==> src/pwm_core_pkg.sv <==
package pwm_core_pkg;
  // structure of the core
  localparam int NUM_CH    = 4;   // waveform channels
  localparam int CNT_W     = 16;  // channel counter width
  localparam int DT_W      = 12;  // dead-time width
  localparam int NUM_CMP   = 8;   // comparison units
  localparam int NUM_FAULT = 8;   // fault inputs
  localparam int NUM_EVT   = 2;   // event lines
  localparam int NUM_DIV   = 2;   // linear dividers
  localparam int PRE_TAPS  = 11;  // prescaler outputs: clk/1 .. clk/1024
  localparam int NUM_CLK   = 13;  // prescaler taps plus two divider outputs
  localparam int CLKSEL_W  = 4;   // clock select width
  localparam int DIV_W     = 8;   // linear divider factor width
  localparam int PRE_W     = PRE_TAPS - 1;
  // fault force modes
  localparam logic [1:0] FAULT_LOW  = 2'h0;
  localparam logic [1:0] FAULT_HIGH = 2'h1;
  localparam logic [1:0] FAULT_HIZ  = 2'h2;
  // reset values and unit increments
  localparam logic [CNT_W-1:0] CNT_RESET    = 16'h0000;
  localparam logic [CNT_W-1:0] PERIOD_RESET = 16'h00ff;
  localparam logic [CNT_W-1:0] DUTY_RESET   = 16'h0000;
  localparam logic [DT_W-1:0]  DT_RESET     = 12'h000;
  localparam logic [CNT_W-1:0] CNT_ONE      = 16'h0001;
  localparam logic [DT_W-1:0]  DT_ONE       = 12'h001;
  localparam logic [DIV_W-1:0] DIV_ONE      = 8'h01;
  localparam logic [PRE_W-1:0] PRE_ONE      = 10'h001;
  // dead-time generator states
  typedef enum logic [1:0] {DT_DEAD, DT_HIGH, DT_LOW} deadState_t;
endpackage

==> src/four_channel_pwm_core.sv <==
`timescale 1ns/1ps
// Functional notes
// - four independent channels, own parameter sets
// - each channel drives complementary output pair
// - period, duty, polarity, dead times programmable
// - channel picks divided clock from shared generator
// - external triggers restart running channel counters
// - new period, duty, dead times buffered, applied glitch free
// - synchronous channels update duty, dead time together
// - dma supplies duty of synchronous channels
// - channel zero alone has spread-spectrum period
// - eight comparators against channel zero counter
// - matches raise flags, events, dma requests
// - output override aligned or immediate
// - eight faults force outputs low, high, hi-z
// - write protection blocks protected configuration loads
// - thirteen clocks: eleven prescaler, two dividers
// - sixteen-bit counter per channel
// - twelve-bit dead-time generator per pair
// - push-pull mode per channel
// - per-channel enable and disable commands
// - configuration and status reached as plain ports
module four_channel_pwm_core
  import pwm_core_pkg::*;
(
  input  wire logic                 clk_sys,
  input  wire logic                 nrst,
  input  wire logic [NUM_CH-1:0]    chanEnCmd,
  input  wire logic [NUM_CH-1:0]    chanDisCmd,
  input  wire logic [NUM_CH-1:0]    cfgLoad,
  input  wire logic                 wpActive,
  input  wire logic [NUM_CH-1:0][CLKSEL_W-1:0] clkSelIn,
  input  wire logic [NUM_CH-1:0][CNT_W-1:0]    periodIn,
  input  wire logic [NUM_CH-1:0]    polarityIn,
  input  wire logic [NUM_CH-1:0]    pushPullIn,
  input  wire logic [NUM_CH-1:0][DT_W-1:0]     deadHighIn,
  input  wire logic [NUM_CH-1:0][DT_W-1:0]     deadLowIn,
  input  wire logic [CNT_W-1:0]     spreadLimitIn,
  input  wire logic [NUM_CH-1:0]    dutyLoad,
  input  wire logic [NUM_CH-1:0][CNT_W-1:0]    dutyIn,
  input  wire logic [NUM_CH-1:0]    syncMask,
  input  wire logic [NUM_DIV-1:0][CLKSEL_W-1:0] divSelIn,
  input  wire logic [NUM_DIV-1:0][DIV_W-1:0]    divFactorIn,
  input  wire logic [NUM_CH-1:0]    extTrig,
  input  wire logic [NUM_CH-1:0]    ovrSyncEn,
  input  wire logic [NUM_CH-1:0]    ovrAsyncEn,
  input  wire logic [NUM_CH-1:0]    ovrValH,
  input  wire logic [NUM_CH-1:0]    ovrValL,
  input  wire logic [NUM_FAULT-1:0] faultIn,
  input  wire logic [NUM_FAULT-1:0] faultClear,
  input  wire logic [NUM_CH-1:0][NUM_FAULT-1:0] faultMask,
  input  wire logic [NUM_CH-1:0][1:0]          faultMode,
  input  wire logic [NUM_CMP-1:0]   cmpEn,
  input  wire logic [NUM_CMP-1:0][CNT_W-1:0]   cmpValue,
  input  wire logic [NUM_EVT-1:0][NUM_CMP-1:0] evtMask,
  input  wire logic [NUM_CMP-1:0]   cmpDmaMask,
  input  wire logic [NUM_CMP-1:0]   cmpClear,
  input  wire logic                 dmaEnable,
  input  wire logic                 dmaDutyValid,
  input  wire logic [CNT_W-1:0]     dmaDuty,
  output logic      [NUM_CH-1:0]    pwmH,
  output logic      [NUM_CH-1:0]    pwmL,
  output logic      [NUM_CH-1:0]    pwmHOeN,
  output logic      [NUM_CH-1:0]    pwmLOeN,
  output logic      [NUM_CH-1:0]    chanActive,
  output logic      [NUM_CH-1:0][CNT_W-1:0]    chanCount,
  output logic      [NUM_CMP-1:0]   cmpFlag,
  output logic      [NUM_EVT-1:0]   evtPulse,
  output logic                      dmaReq,
  output logic      [NUM_FAULT-1:0] faultFlag
);
  // prescaler mask for tap k
  function automatic logic [PRE_W-1:0] preMask(input int k);
    preMask = PRE_W'((1 << k) - 1);
  endfunction

  // shared clock generator
  logic [PRE_W-1:0]    preCnt_reg;                 // modulo-n prescaler
  logic [PRE_TAPS-1:0] preTap;                     // prescaler tick enables
  logic [DIV_W-1:0]    divCnt_reg [NUM_DIV];       // linear divider counts
  logic [NUM_DIV-1:0]  divTick_reg;                // linear divider ticks
  logic [NUM_CLK-1:0]  clkTick;                    // all thirteen enables
  // per-channel state
  logic [CNT_W-1:0] cnt_reg [NUM_CH];              // channel counters
  logic [CNT_W-1:0] periodBuf_reg [NUM_CH];        // buffered period
  logic [CNT_W-1:0] periodAct_reg [NUM_CH];        // active period
  logic [CNT_W-1:0] dutyBuf_reg [NUM_CH];          // buffered duty
  logic [CNT_W-1:0] dutyAct_reg [NUM_CH];          // active duty
  logic [DT_W-1:0]  dtHBuf_reg [NUM_CH];           // buffered high dead time
  logic [DT_W-1:0]  dtLBuf_reg [NUM_CH];           // buffered low dead time
  logic [DT_W-1:0]  dtHAct_reg [NUM_CH];           // active high dead time
  logic [DT_W-1:0]  dtLAct_reg [NUM_CH];           // active low dead time
  logic [DT_W-1:0]  deadCnt_reg [NUM_CH];          // dead-time countdown
  deadState_t       deadState_reg [NUM_CH];        // dead-time state
  logic [CLKSEL_W-1:0] clkSel_reg [NUM_CH];        // selected clock
  logic             polarity_reg [NUM_CH];         // output polarity
  logic             pushPull_reg [NUM_CH];         // push-pull mode
  logic             ppPhase_reg [NUM_CH];          // push-pull alternation
  logic             chanEn_reg [NUM_CH];           // channel enabled
  logic             updPend_reg [NUM_CH];          // own update pending
  logic             ovrSyncAct_reg [NUM_CH];       // aligned override in force
  logic             pwmH_reg [NUM_CH];
  logic             pwmL_reg [NUM_CH];
  logic             pwmHOeN_reg [NUM_CH];
  logic             pwmLOeN_reg [NUM_CH];
  logic             syncPend_reg;                  // group update pending
  logic [CNT_W-1:0] spreadBuf_reg;                 // buffered spread limit
  logic [CNT_W-1:0] spreadAct_reg;                 // active spread limit
  logic [CNT_W-1:0] spreadOff_reg;                 // spread offset 0..2*limit
  logic             spreadUp_reg;                  // spread direction
  logic [NUM_FAULT-1:0] faultLatched_reg;          // sticky fault flags
  logic [NUM_CMP-1:0]   cmpFlag_reg;               // sticky match flags
  logic [NUM_EVT-1:0]   evtPulse_reg;              // event line pulses
  logic                 dmaReq_reg;                // dma request pulse
  // decoded wires
  logic [NUM_CH-1:0] chTick;                       // channel clock enable
  logic [NUM_CH-1:0] wrap;                         // own counter wraps
  logic [NUM_CH-1:0] inSync;                       // channel in sync group
  logic [NUM_CH-1:0] cfgOk;                        // unprotected config load
  logic [NUM_CH-1:0] updNow;                       // buffers go active
  logic [NUM_CH-1:0] rawWave;                      // pre-dead-time wave
  logic [NUM_CH-1:0] faultHit;                     // channel under fault
  logic [CNT_W-1:0]  effPeriod [NUM_CH];           // period incl. spread
  logic [CNT_W-1:0]  srcCnt [NUM_CH];              // counter the wave uses
  logic [NUM_CMP-1:0] cmpMatch;                    // comparator hits
  logic               syncSet;                     // group update request

  // eleven prescaler taps plus two dividers
  genvar k;
  for (k = 0; k < PRE_TAPS; k++) begin : g_tap
    assign preTap[k] = (preCnt_reg & preMask(k)) == preMask(k);
  end
  assign clkTick = {divTick_reg, preTap};

  // prescaler free runs
  always_ff @(posedge clk_sys) begin
    if (!nrst) preCnt_reg <= '0;
    else       preCnt_reg <= preCnt_reg + PRE_ONE;
  end

  // linear dividers on selected prescaler taps, factor zero stops them
  for (k = 0; k < NUM_DIV; k++) begin : g_div
    logic divIn;
    assign divIn = (divSelIn[k] < CLKSEL_W'(PRE_TAPS)) && preTap[divSelIn[k]];
    always_ff @(posedge clk_sys) begin
      if (!nrst) begin
        divCnt_reg[k]  <= '0;
        divTick_reg[k] <= 1'b0;
      end else if (divIn && divFactorIn[k] != '0) begin
        if (divCnt_reg[k] + DIV_ONE >= divFactorIn[k]) begin
          divCnt_reg[k]  <= '0;
          divTick_reg[k] <= 1'b1;
        end else begin
          divCnt_reg[k]  <= divCnt_reg[k] + DIV_ONE;
          divTick_reg[k] <= 1'b0;
        end
      end else begin
        divTick_reg[k] <= 1'b0;
      end
    end
  end

  // sync group: channel zero leads whenever any other channel joins
  assign syncSet = dmaDutyValid || |((cfgOk | dutyLoad) & inSync);
  always_ff @(posedge clk_sys) begin
    if (!nrst)              syncPend_reg <= 1'b0;
    else if (syncSet)       syncPend_reg <= 1'b1;  // set wins over wrap
    else if (wrap[0])       syncPend_reg <= 1'b0;
  end

  // channel zero spread spectrum: triangular offset stepped each period
  always_ff @(posedge clk_sys) begin
    if (!nrst) begin
      spreadBuf_reg <= '0;
      spreadAct_reg <= '0;
      spreadOff_reg <= '0;
      spreadUp_reg  <= 1'b1;
    end else begin
      if (cfgOk[0]) spreadBuf_reg <= spreadLimitIn;
      if (updNow[0]) begin
        spreadAct_reg <= spreadBuf_reg;
        spreadOff_reg <= spreadBuf_reg;  // restart at centre
      end else if (wrap[0] && spreadAct_reg != '0) begin
        if (spreadUp_reg && spreadOff_reg >= CNT_W'(spreadAct_reg << 1)) spreadUp_reg <= 1'b0;
        else if (!spreadUp_reg && spreadOff_reg == '0) spreadUp_reg <= 1'b1;
        else if (spreadUp_reg) spreadOff_reg <= spreadOff_reg + CNT_ONE;
        else spreadOff_reg <= spreadOff_reg - CNT_ONE;
      end
    end
  end

  // waveform channels
  for (k = 0; k < NUM_CH; k++) begin : g_ch
    logic [CNT_W-1:0] dutyNext;
    assign inSync[k]  = (k == 0) ? |syncMask[NUM_CH-1:1] : syncMask[k];
    assign cfgOk[k]   = cfgLoad[k] && !wpActive;
    assign chTick[k]  = chanEn_reg[k] && clkSel_reg[k] < CLKSEL_W'(NUM_CLK)
                        && clkTick[clkSel_reg[k]];
    assign effPeriod[k] = (k == 0) ? periodAct_reg[k] - spreadAct_reg + spreadOff_reg
                                   : periodAct_reg[k];
    assign wrap[k]    = chTick[k] && cnt_reg[k] >= effPeriod[k];
    assign srcCnt[k]  = inSync[k] ? cnt_reg[0] : cnt_reg[k];
    assign updNow[k]  = inSync[k] ? (wrap[0] && syncPend_reg)
                                  : (wrap[k] && updPend_reg[k]);
    assign rawWave[k] = (srcCnt[k] < dutyAct_reg[k]) ^ polarity_reg[k];
    assign faultHit[k] = |((faultIn | faultLatched_reg) & faultMask[k]);
    assign dutyNext   = (dmaDutyValid && inSync[k]) ? dmaDuty : dutyIn[k];

    // enable, counter, buffers and active set
    always_ff @(posedge clk_sys) begin
      if (!nrst) begin
        chanEn_reg[k]    <= 1'b0;
        cnt_reg[k]       <= CNT_RESET;
        periodBuf_reg[k] <= PERIOD_RESET;
        periodAct_reg[k] <= PERIOD_RESET;
        dutyBuf_reg[k]   <= DUTY_RESET;
        dutyAct_reg[k]   <= DUTY_RESET;
        dtHBuf_reg[k]    <= DT_RESET;
        dtLBuf_reg[k]    <= DT_RESET;
        dtHAct_reg[k]    <= DT_RESET;
        dtLAct_reg[k]    <= DT_RESET;
        clkSel_reg[k]    <= '0;
        polarity_reg[k]  <= 1'b0;
        pushPull_reg[k]  <= 1'b0;
        ppPhase_reg[k]   <= 1'b0;
        updPend_reg[k]   <= 1'b0;
        ovrSyncAct_reg[k] <= 1'b0;
      end else begin
        if (chanEnCmd[k])       chanEn_reg[k] <= 1'b1;
        else if (chanDisCmd[k]) chanEn_reg[k] <= 1'b0;
        if (!chanEn_reg[k] || extTrig[k]) cnt_reg[k] <= CNT_RESET;
        else if (wrap[k])   cnt_reg[k] <= CNT_RESET;
        else if (chTick[k]) cnt_reg[k] <= cnt_reg[k] + CNT_ONE;
        if (cfgOk[k]) begin
          periodBuf_reg[k] <= periodIn[k];
          dtHBuf_reg[k]    <= deadHighIn[k];
          dtLBuf_reg[k]    <= deadLowIn[k];
          clkSel_reg[k]    <= clkSelIn[k];
          polarity_reg[k]  <= polarityIn[k];
          pushPull_reg[k]  <= pushPullIn[k];
        end
        if (dutyLoad[k] || (dmaDutyValid && inSync[k])) dutyBuf_reg[k] <= dutyNext;
        if (cfgOk[k] || dutyLoad[k]) updPend_reg[k] <= 1'b1;  // set wins
        else if (wrap[k])            updPend_reg[k] <= 1'b0;
        if (updNow[k]) begin
          periodAct_reg[k] <= periodBuf_reg[k];
          dutyAct_reg[k]   <= dutyBuf_reg[k];
          dtHAct_reg[k]    <= dtHBuf_reg[k];
          dtLAct_reg[k]    <= dtLBuf_reg[k];
        end
        if (wrap[k]) ppPhase_reg[k] <= !ppPhase_reg[k];
        if (wrap[k] || !chanEn_reg[k]) ovrSyncAct_reg[k] <= ovrSyncEn[k];
      end
    end

    // dead-time generator: asserting edges wait out their count
    always_ff @(posedge clk_sys) begin
      if (!nrst || !chanEn_reg[k]) begin
        deadState_reg[k] <= DT_DEAD;
        deadCnt_reg[k]   <= DT_RESET;
      end else begin
        unique case (deadState_reg[k])
          DT_DEAD: begin
            if (deadCnt_reg[k] == '0)
              deadState_reg[k] <= rawWave[k] ? DT_HIGH : DT_LOW;
            else if (chTick[k]) deadCnt_reg[k] <= deadCnt_reg[k] - DT_ONE;
          end
          DT_HIGH: begin
            if (!rawWave[k]) begin
              deadState_reg[k] <= DT_DEAD;
              deadCnt_reg[k]   <= dtLAct_reg[k];
            end
          end
          DT_LOW: begin
            if (rawWave[k]) begin
              deadState_reg[k] <= DT_DEAD;
              deadCnt_reg[k]   <= dtHAct_reg[k];
            end
          end
        endcase
      end
    end

    // output stage: fault over immediate override over aligned override
    always_ff @(posedge clk_sys) begin
      if (!nrst) begin
        pwmH_reg[k]    <= 1'b0;
        pwmL_reg[k]    <= 1'b0;
        pwmHOeN_reg[k] <= 1'b0;
        pwmLOeN_reg[k] <= 1'b0;
      end else if (faultHit[k]) begin
        pwmH_reg[k]    <= faultMode[k] == FAULT_HIGH;
        pwmL_reg[k]    <= faultMode[k] == FAULT_HIGH;
        pwmHOeN_reg[k] <= faultMode[k] == FAULT_HIZ;
        pwmLOeN_reg[k] <= faultMode[k] == FAULT_HIZ;
      end else begin
        pwmHOeN_reg[k] <= 1'b0;
        pwmLOeN_reg[k] <= 1'b0;
        if (ovrAsyncEn[k] || ovrSyncAct_reg[k]) begin
          pwmH_reg[k] <= ovrValH[k];
          pwmL_reg[k] <= ovrValL[k];
        end else begin
          pwmH_reg[k] <= deadState_reg[k] == DT_HIGH && (!pushPull_reg[k] || ppPhase_reg[k]);
          pwmL_reg[k] <= deadState_reg[k] == DT_LOW && (!pushPull_reg[k] || !ppPhase_reg[k]);
        end
      end
    end
    assign pwmH[k]       = pwmH_reg[k];
    assign pwmL[k]       = pwmL_reg[k];
    assign pwmHOeN[k]    = pwmHOeN_reg[k];
    assign pwmLOeN[k]    = pwmLOeN_reg[k];
    assign chanActive[k] = chanEn_reg[k];
    assign chanCount[k]  = cnt_reg[k];
  end

  // comparison units on the channel-zero counter
  for (k = 0; k < NUM_CMP; k++) begin : g_cmp
    assign cmpMatch[k] = cmpEn[k] && chTick[0] && cnt_reg[0] == cmpValue[k];
  end

  // fault latches, match flags, event lines and dma requests
  always_ff @(posedge clk_sys) begin
    if (!nrst) begin
      faultLatched_reg <= '0;
      cmpFlag_reg      <= '0;
      evtPulse_reg     <= '0;
      dmaReq_reg       <= 1'b0;
    end else begin
      faultLatched_reg <= faultIn | (faultLatched_reg & ~faultClear);
      cmpFlag_reg      <= cmpMatch | (cmpFlag_reg & ~cmpClear);
      for (int e = 0; e < NUM_EVT; e++) evtPulse_reg[e] <= |(cmpMatch & evtMask[e]);
      dmaReq_reg <= |(cmpMatch & cmpDmaMask) || (dmaEnable && wrap[0]);
    end
  end
  assign faultFlag = faultLatched_reg;
  assign cmpFlag   = cmpFlag_reg;
  assign evtPulse  = evtPulse_reg;
  assign dmaReq    = dmaReq_reg;

  // checks
  pair_exclusive_a: assert property (@(posedge clk_sys) disable iff (!nrst)
    !faultHit[0] && !ovrAsyncEn[0] && !ovrSyncAct_reg[0] |=> !(pwmH[0] && pwmL[0]))
    else $error("complementary outputs both high");
  fault_force_a: assert property (@(posedge clk_sys) disable iff (!nrst)
    faultHit[3] && faultMode[3] == FAULT_LOW |=> !pwmH[3] && !pwmL[3] && !pwmHOeN[3])
    else $error("fault did not force outputs low");
  counter_wrap_a: assert property (@(posedge clk_sys) disable iff (!nrst)
    wrap[2] && !extTrig[2] |=> cnt_reg[2] == CNT_RESET ##1 cnt_reg[2] <= CNT_ONE)
    else $error("counter did not restart at period");
  chan_disable_a: assert property (@(posedge clk_sys) disable iff (!nrst)
    chanDisCmd[0] && !chanEnCmd[0] |=> !chanActive[0] ##1 cnt_reg[0] == CNT_RESET)
    else $error("channel did not stop on disable");
  event_pulse_a: assert property (@(posedge clk_sys) disable iff (!nrst)
    cmpMatch[0] && evtMask[0][0] |=> evtPulse[0] && cmpFlag[0])
    else $error("match gave no event pulse");
  sync_update_a: assert property (@(posedge clk_sys) disable iff (!nrst)
    wrap[0] && syncPend_reg && inSync[1]
    |=> dutyAct_reg[0] == $past(dutyBuf_reg[0]) && dutyAct_reg[1] == $past(dutyBuf_reg[1]))
    else $error("sync channels did not update together");
  write_protect_a: assert property (@(posedge clk_sys) disable iff (!nrst)
    wpActive && cfgLoad[2] |=> $stable(periodBuf_reg[2]) && $stable(dtHBuf_reg[2]))
    else $error("protected load changed configuration");
  dead_edge_a: assert property (@(posedge clk_sys) disable iff (!nrst)
    chanEn_reg[0] && deadState_reg[0] == DT_HIGH && !rawWave[0] |=> deadState_reg[0] == DT_DEAD
    && deadCnt_reg[0] == $past(dtLAct_reg[0]))
    else $error("dead time not loaded on falling edge");
  async_override_a: assert property (@(posedge clk_sys) disable iff (!nrst)
    ovrAsyncEn[3] && !faultHit[3] |=> pwmH[3] == $past(ovrValH[3]) && pwmL[3] == $past(ovrValL[3]))
    else $error("immediate override not applied");
endmodule

==> config.mk <==
export PLATFORM = sky130hd
export DESIGN_NAME = four_channel_pwm_core
export DESIGN_NICKNAME = d
export VERILOG_FILES = /design/src/pwm_core_pkg.sv /design/src/four_channel_pwm_core.sv
export SDC_FILE = /design/constraint.sdc
export NUM_CORES = 2
export LEC_CHECK = 0
export BUFFER_PORTS_ARGS = -buffer_cell sky130_fd_sc_hd__clkbuf_2
export CORE_MARGIN = 3
export CORE_UTILIZATION = 42
export DETAILED_ROUTE_END_ITERATION = 6
export MAX_ROUTING_LAYER = met4
export PLACE_DENSITY = 0.67
export SYNTH_ARGS = -nofsm -noshare
export SYNTH_HDL_FRONTEND = slang
export SYNTH_SLANG_ARGS = --single-unit
==> constraint.sdc <==
create_clock -name clk_sys -period 11 [get_ports clk_sys]
set_clock_uncertainty 0.05 [all_clocks]
set_input_delay 0.55 -clock clk_sys [delete_from_list [all_inputs] [get_ports clk_sys]]
set_output_delay 0.55 -clock clk_sys [all_outputs]
set_load 0.01 [all_outputs]
# == Word level (Yosys, flattened, before mapping) ==
# Memory sizes are Yosys's and may differ from the RTL's.
# Index checks and enable logic that the tools add are counted.
# word_totals
ff_bits,81
latchBits,0
output_inout_bits,103
rom_bits,0
in_bits,573
n_memories,23
elab_cells,894
mem_bits_rw,640
# memory_table
name,words,width,read_ports,rd_ports_with_merged_regs,write_ports,line,rtl
cnt_reg,4,16,4,0,4,four_channel_pwm_core.sv:84,logic [CNT_W-1:0] cnt_reg [NUM_CH];
dutyAct_reg,4,16,4,0,4,four_channel_pwm_core.sv:88,logic [CNT_W-1:0] dutyAct_reg [NUM_CH];
dutyBuf_reg,4,16,4,0,4,four_channel_pwm_core.sv:87,logic [CNT_W-1:0] dutyBuf_reg [NUM_CH];
periodAct_reg,4,16,4,0,4,four_channel_pwm_core.sv:86,logic [CNT_W-1:0] periodAct_reg [NUM_CH];
periodBuf_reg,4,16,4,0,4,four_channel_pwm_core.sv:85,logic [CNT_W-1:0] periodBuf_reg [NUM_CH];
deadCnt_reg,4,12,4,0,4,four_channel_pwm_core.sv:93,logic [DT_W-1:0] deadCnt_reg [NUM_CH];
17 more memories,-,-,-,-,-,-,
# op_classes
bitwise,169
reduce_logical,132
mul,0
magnitude_cmp,23
mux,485
div_mod_pow,0
addsub,15
n_eq_ne,35
n_shift,0
# op_table
operator,n
$mux 16,40
$mux 1,387
$mux 12,28
$or 1x1->1,148
$eq 16x16->1,8
$add 16x1->16 const B,5
$ge 16x16->1,5
$and 8x8->8,9
$lt 16x16->1,4
$logic_and 1x1->1,57
$reduce_or 8->1,7
$logic_not 12->1,4
$sub 12x1->12 const B,4
$logic_or 1x1->1,34
$mux 2,16
$mux 8,4
$lt 4x5->1 const B,6
$bmux 1 s4,6
$lt 4x4->1 const B,6
$or 8x8->8,3
$eq 2x2->1 const B,9
$add 16x16->16,1
$add 8x1->8 const B,2
$eq 2x1->1 const B,8
28 further kinds,58

# == Depth between registers and ports, before layout ==
# logic_depth
depth_word,12
depth_mapped,25
depth_no_buf,23

# == Worst setup path before layout ==
# No wires, ideal clock.
# synth_timing
path_kind,register to register
start,register spreadOff_reg[1]
end,memory dtHAct_reg[0][0] (enable)
required_time_ps,10403
setup_ps,547
arrival_time_ps,7559
stages_incl_launch_ff,19
period_less_slack_ps,8156
slack_ps,2844
path_cell_list,dfxtp_1 -> inv_1 -> fa_1 -> fa_1 -> nor2b_1 -> o21ai_0 -> a21oi_1 -> o211ai_1 -> a31oi_1 -> a21o_1 -> a21oi_1 -> xor2_1 -> ha_1 -> and3_1 -> nand3_1 -> a21oi_1 -> a221o_1 -> nand2_4 -> o21ai_0
# synth_rtl
element,line,rtl
"start, declared",four_channel_pwm_core.sv:109,logic [CNT_W-1:0] spreadOff_reg;
"start signal, assigned",four_channel_pwm_core.sv:182,spreadOff_reg <= spreadBuf_reg;
"start signal, assigned",four_channel_pwm_core.sv:186,else if (spreadUp_reg) spreadOff_reg <= spreadOff_reg + CNT_ONE;
"start signal, assigned",four_channel_pwm_core.sv:187,else spreadOff_reg <= spreadOff_reg - CNT_ONE;
"end, declared",four_channel_pwm_core.sv:91,logic [DT_W-1:0] dtHAct_reg [NUM_CH];

==> impl_metrics.json <==
{
  "ys_types": 95,
  "cts_hold_buf": 4,
  "grt_use_total_pct": 26.1,
  "hpwl_microns": 93300,
  "synth_warnings": 0,
  "vias_per_cell": 5.39,
  "status": "completed",
  "area_growth_pct": 19.1,
  "cts_tree": "built",
  "setup_violations": 0,
  "drc": 0,
  "cp_slowest_stage_delay_ns": 0.70,
  "drt-pass1-iter-count": 6,
  "critPathMaxFanout": 57,
  "die_y_microns": 312,
  "hold-path-endpoint": "faultFlag[5]",
  "grt_pass1_vias": 29400,
  "start_util_pct": 42.6,
  "total_power_mw": 6.89,
  "holdCritStartpoint": "faultIn[5]",
  "grt_max_degree": 101,
  "final_core_util_pct": 50.7,
  "async_flop_share_pct": 0,
  "clock-sinks": 718,
  "setup_slack_ns": 3.96,
  "clockBufferDepth": 3,
  "drv_cap": 0,
  "critical_path_buf_inv_count": 4,
  "syn_inst": 3582,
  "final_max_slew_viol_count": 0,
  "wl_per_cell_microns": 22.7,
  "pre_cts_slack_ns": 4.05,
  "yosysSeqAreaShare_pct": 52.7,
  "holdPathStages": 3,
  "tns_ns": 0,
  "final_cells": 5554,
  "antenna_found_initial": 30,
  "avgSynthCellArea_sq_um": 10.9,
  "grt_setup_unrepaired": "no",
  "path_cells": "inv_1 -> fa_1 -> inv_1 -> ha_1 -> nor2b_1 -> o21ai_0 -> a21oi_1 -> o211ai_1 -> a31oi_1 -> a21o_1 -> a21oi_1 -> xor2_1 -> ha_1 -> and3_1 -> a221oi_1 -> o21ai_1 -> a221oi_2 -> nor2_2 -> nand2_1 -> o22ai_4 -> buf_4 -> or2_2 -> buf_4",
  "crit_slowest_cell": "a221oi_2",
  "drt-initial-drc-count": 2201,
  "reg2reg_to": "dutyAct_reg[1][3]",
  "fin_area_sq_mm": 0.0467,
  "fmax_mhz": 142,
  "drive_gt1_share_pct": 22.6,
  "cts_resized": 0,
  "wl_microns": 126000,
  "r2r-start": "spreadOff_reg[2]",
  "synth_edf_count": 627,
  "ys_ff_latch": 718,
  "holdCritPathClass": "in -> reg",
  "cts_made_buffers": 82,
  "h-tree-depth": 3,
  "final_common_cell": "clkbuf_2",
  "hold_viol": 0,
  "crit_type": "reg -> reg",
  "fin_hold_ws_ns": 0.0590,
  "ys.flop_type": "edfxtp_1",
  "num_io_pins": 676,
  "period_minus_slack_ns": 7.04,
  "nets": 5002,
  "place_inst": 5369,
  "end_kind": "register",
  "core_sq_mm": 0.0921,
  "routabilityCongestion": 0.938,
  "cp.arrival_ns": 7.37,
  "r2r_cells": 23,
  "port-buffer-count": 674,
  "mostFrequentLayoutCells": "clkbuf_2, edfxtp_1, nand2_1",
  "nFillCells": 8312,
  "tightest_slew_ns": 1.25,
  "num_vias": 29900,
  "ir_worst_vdd_mv": 0.100,
  "slew_headroom_pct": 16.4,
  "fp.dieArea_sq_mm": 0.0971,
  "overflow": 0,
  "clk_latency_ns": 0.67,
  "postCtsSetupBuffers": 0,
  "power.density_mw_per_mm2": 148,
  "p_leak_nw": 20.5,
  "dpl-instance-area_sq_mm": 0.0437,
  "clkTransAtPathRegs_ns": 0.06,
  "netlist_area_sq_mm": 0.0392,
  "ff2ff_setup_slack_ns": 3.96,
  "core.rowCount": 111,
  "required_ns": 11.33,
  "fin_crit_sh_pct": 64.0,
  "cts_root_buffer": "clkbuf_16",
  "grt_pass1_wl_microns": 184000,
  "antenna_left": 0,
  "critPathTopFamily": "compound AO/OA/AOI/OAI gates",
  "die_w_microns": 312,
  "critPathLaunchType": "register"
}
layout make-up:
| type | instances | area, sq um | share of cell area [%] |
|---|---|---|---|
| Tap cell | 1243 | 1560 | 3.33 |
| Antenna cell | 28 | 70.1 | 0.150 |
| Timing Repair Buffer | 725 | 3770 | 8.07 |
| Clock inverter | 51 | 608 | 1.30 |
| Inverter | 258 | 971 | 2.08 |
| Multi-Input combinational cell | 2429 | 16800 | 36.0 |
| Clock buffer | 102 | 2240 | 4.80 |
| Sequential cell | 718 | 20600 | 44.2 |
routing by layer:
layer | part of all wire [%] | vias up | wire, microns | global-route usage [%]
met5 | 0 | - | 0 | -
met1 | 39 | 14400 | 48800 | 30.0
met2 | 49 | 1115 | 61700 | 43.5
met4 | 5.4 | 0 | 6770 | 13.4
met3 | 7.0 | 264 | 8870 | 5.13
li1 | - | 14100 | - | -
worst min-delay path: stages:
cell and delay, ns:
clkbuf_2 0.09, a21oi_1 0.04, nor2_1 0.07
power by group:
| group | internal [mW] | switching, mW |
|---|---|---|
| Sequential | 3.13 | 0.0941 |
| Combinational | 0.323 | 0.472 |
| Clock | 1.68 | 1.19 |
| Total | 5.14 | 1.76 |
cell families after synthesis:
kind of cell               Yosys count  synth area share, %
AOI/OAI and AO/OA                  540                 9.34
xor gates and xnor gates           266                 5.94
adders and majority gates          215                 7.17
buffers and inverters              443                 4.70
DFF                                718                 52.7
muxes                               85                 2.34
other                                1              0.00956
and+or+nand+nor                   1314                 17.8
how the worst max path moves through the flow:
stage / cells past startpoint / startpoint / to / slack, ns
CTS: 22 / spreadOff_reg[1] / dutyAct_reg[1][10] / 4.03
global placement: 22 / spreadOff_reg[1] / dutyAct_reg[1][1] / 4.22
detailed placement: 22 / spreadOff_reg[1] / dutyAct_reg[1][5] / 4.05
finish: 23 / spreadOff_reg[2] / dutyAct_reg[1][3] / 3.96
floorplan: 18 / spreadOff_reg[1] / dtHAct_reg[0][0] / 2.84
global route: 22 / spreadOff_reg[1] / dutyAct_reg[1][10] / 3.52
cells in the mapped netlist, types with 51 or more instances:
master | count | share of area (%)
ha_1 | 199 | 6.4
xor2_1 | 94 | 2.1
a22oi_1 | 56 | 1.1
a21oi_1 | 172 | 2.2
and3_1 | 238 | 3.8
nand3_1 | 72 | 0.92
nand2b_1 | 72 | 1.1
dfxtp_1 | 91 | 4.6
clkbuf_1 | 120 | 1.1
mux2_2 | 51 | 1.5
nand2_1 | 266 | 2.5
edfxtp_1 | 627 | 48
and2_1 | 158 | 2.5
o21ai_0 | 90 | 1.1
nor2_1 | 228 | 2.2
nand4_1 | 55 | 0.88
inv_1 | 258 | 2.5
xnor2_1 | 172 | 3.8
No activity file was read; power rests on OpenSTA's default activity.
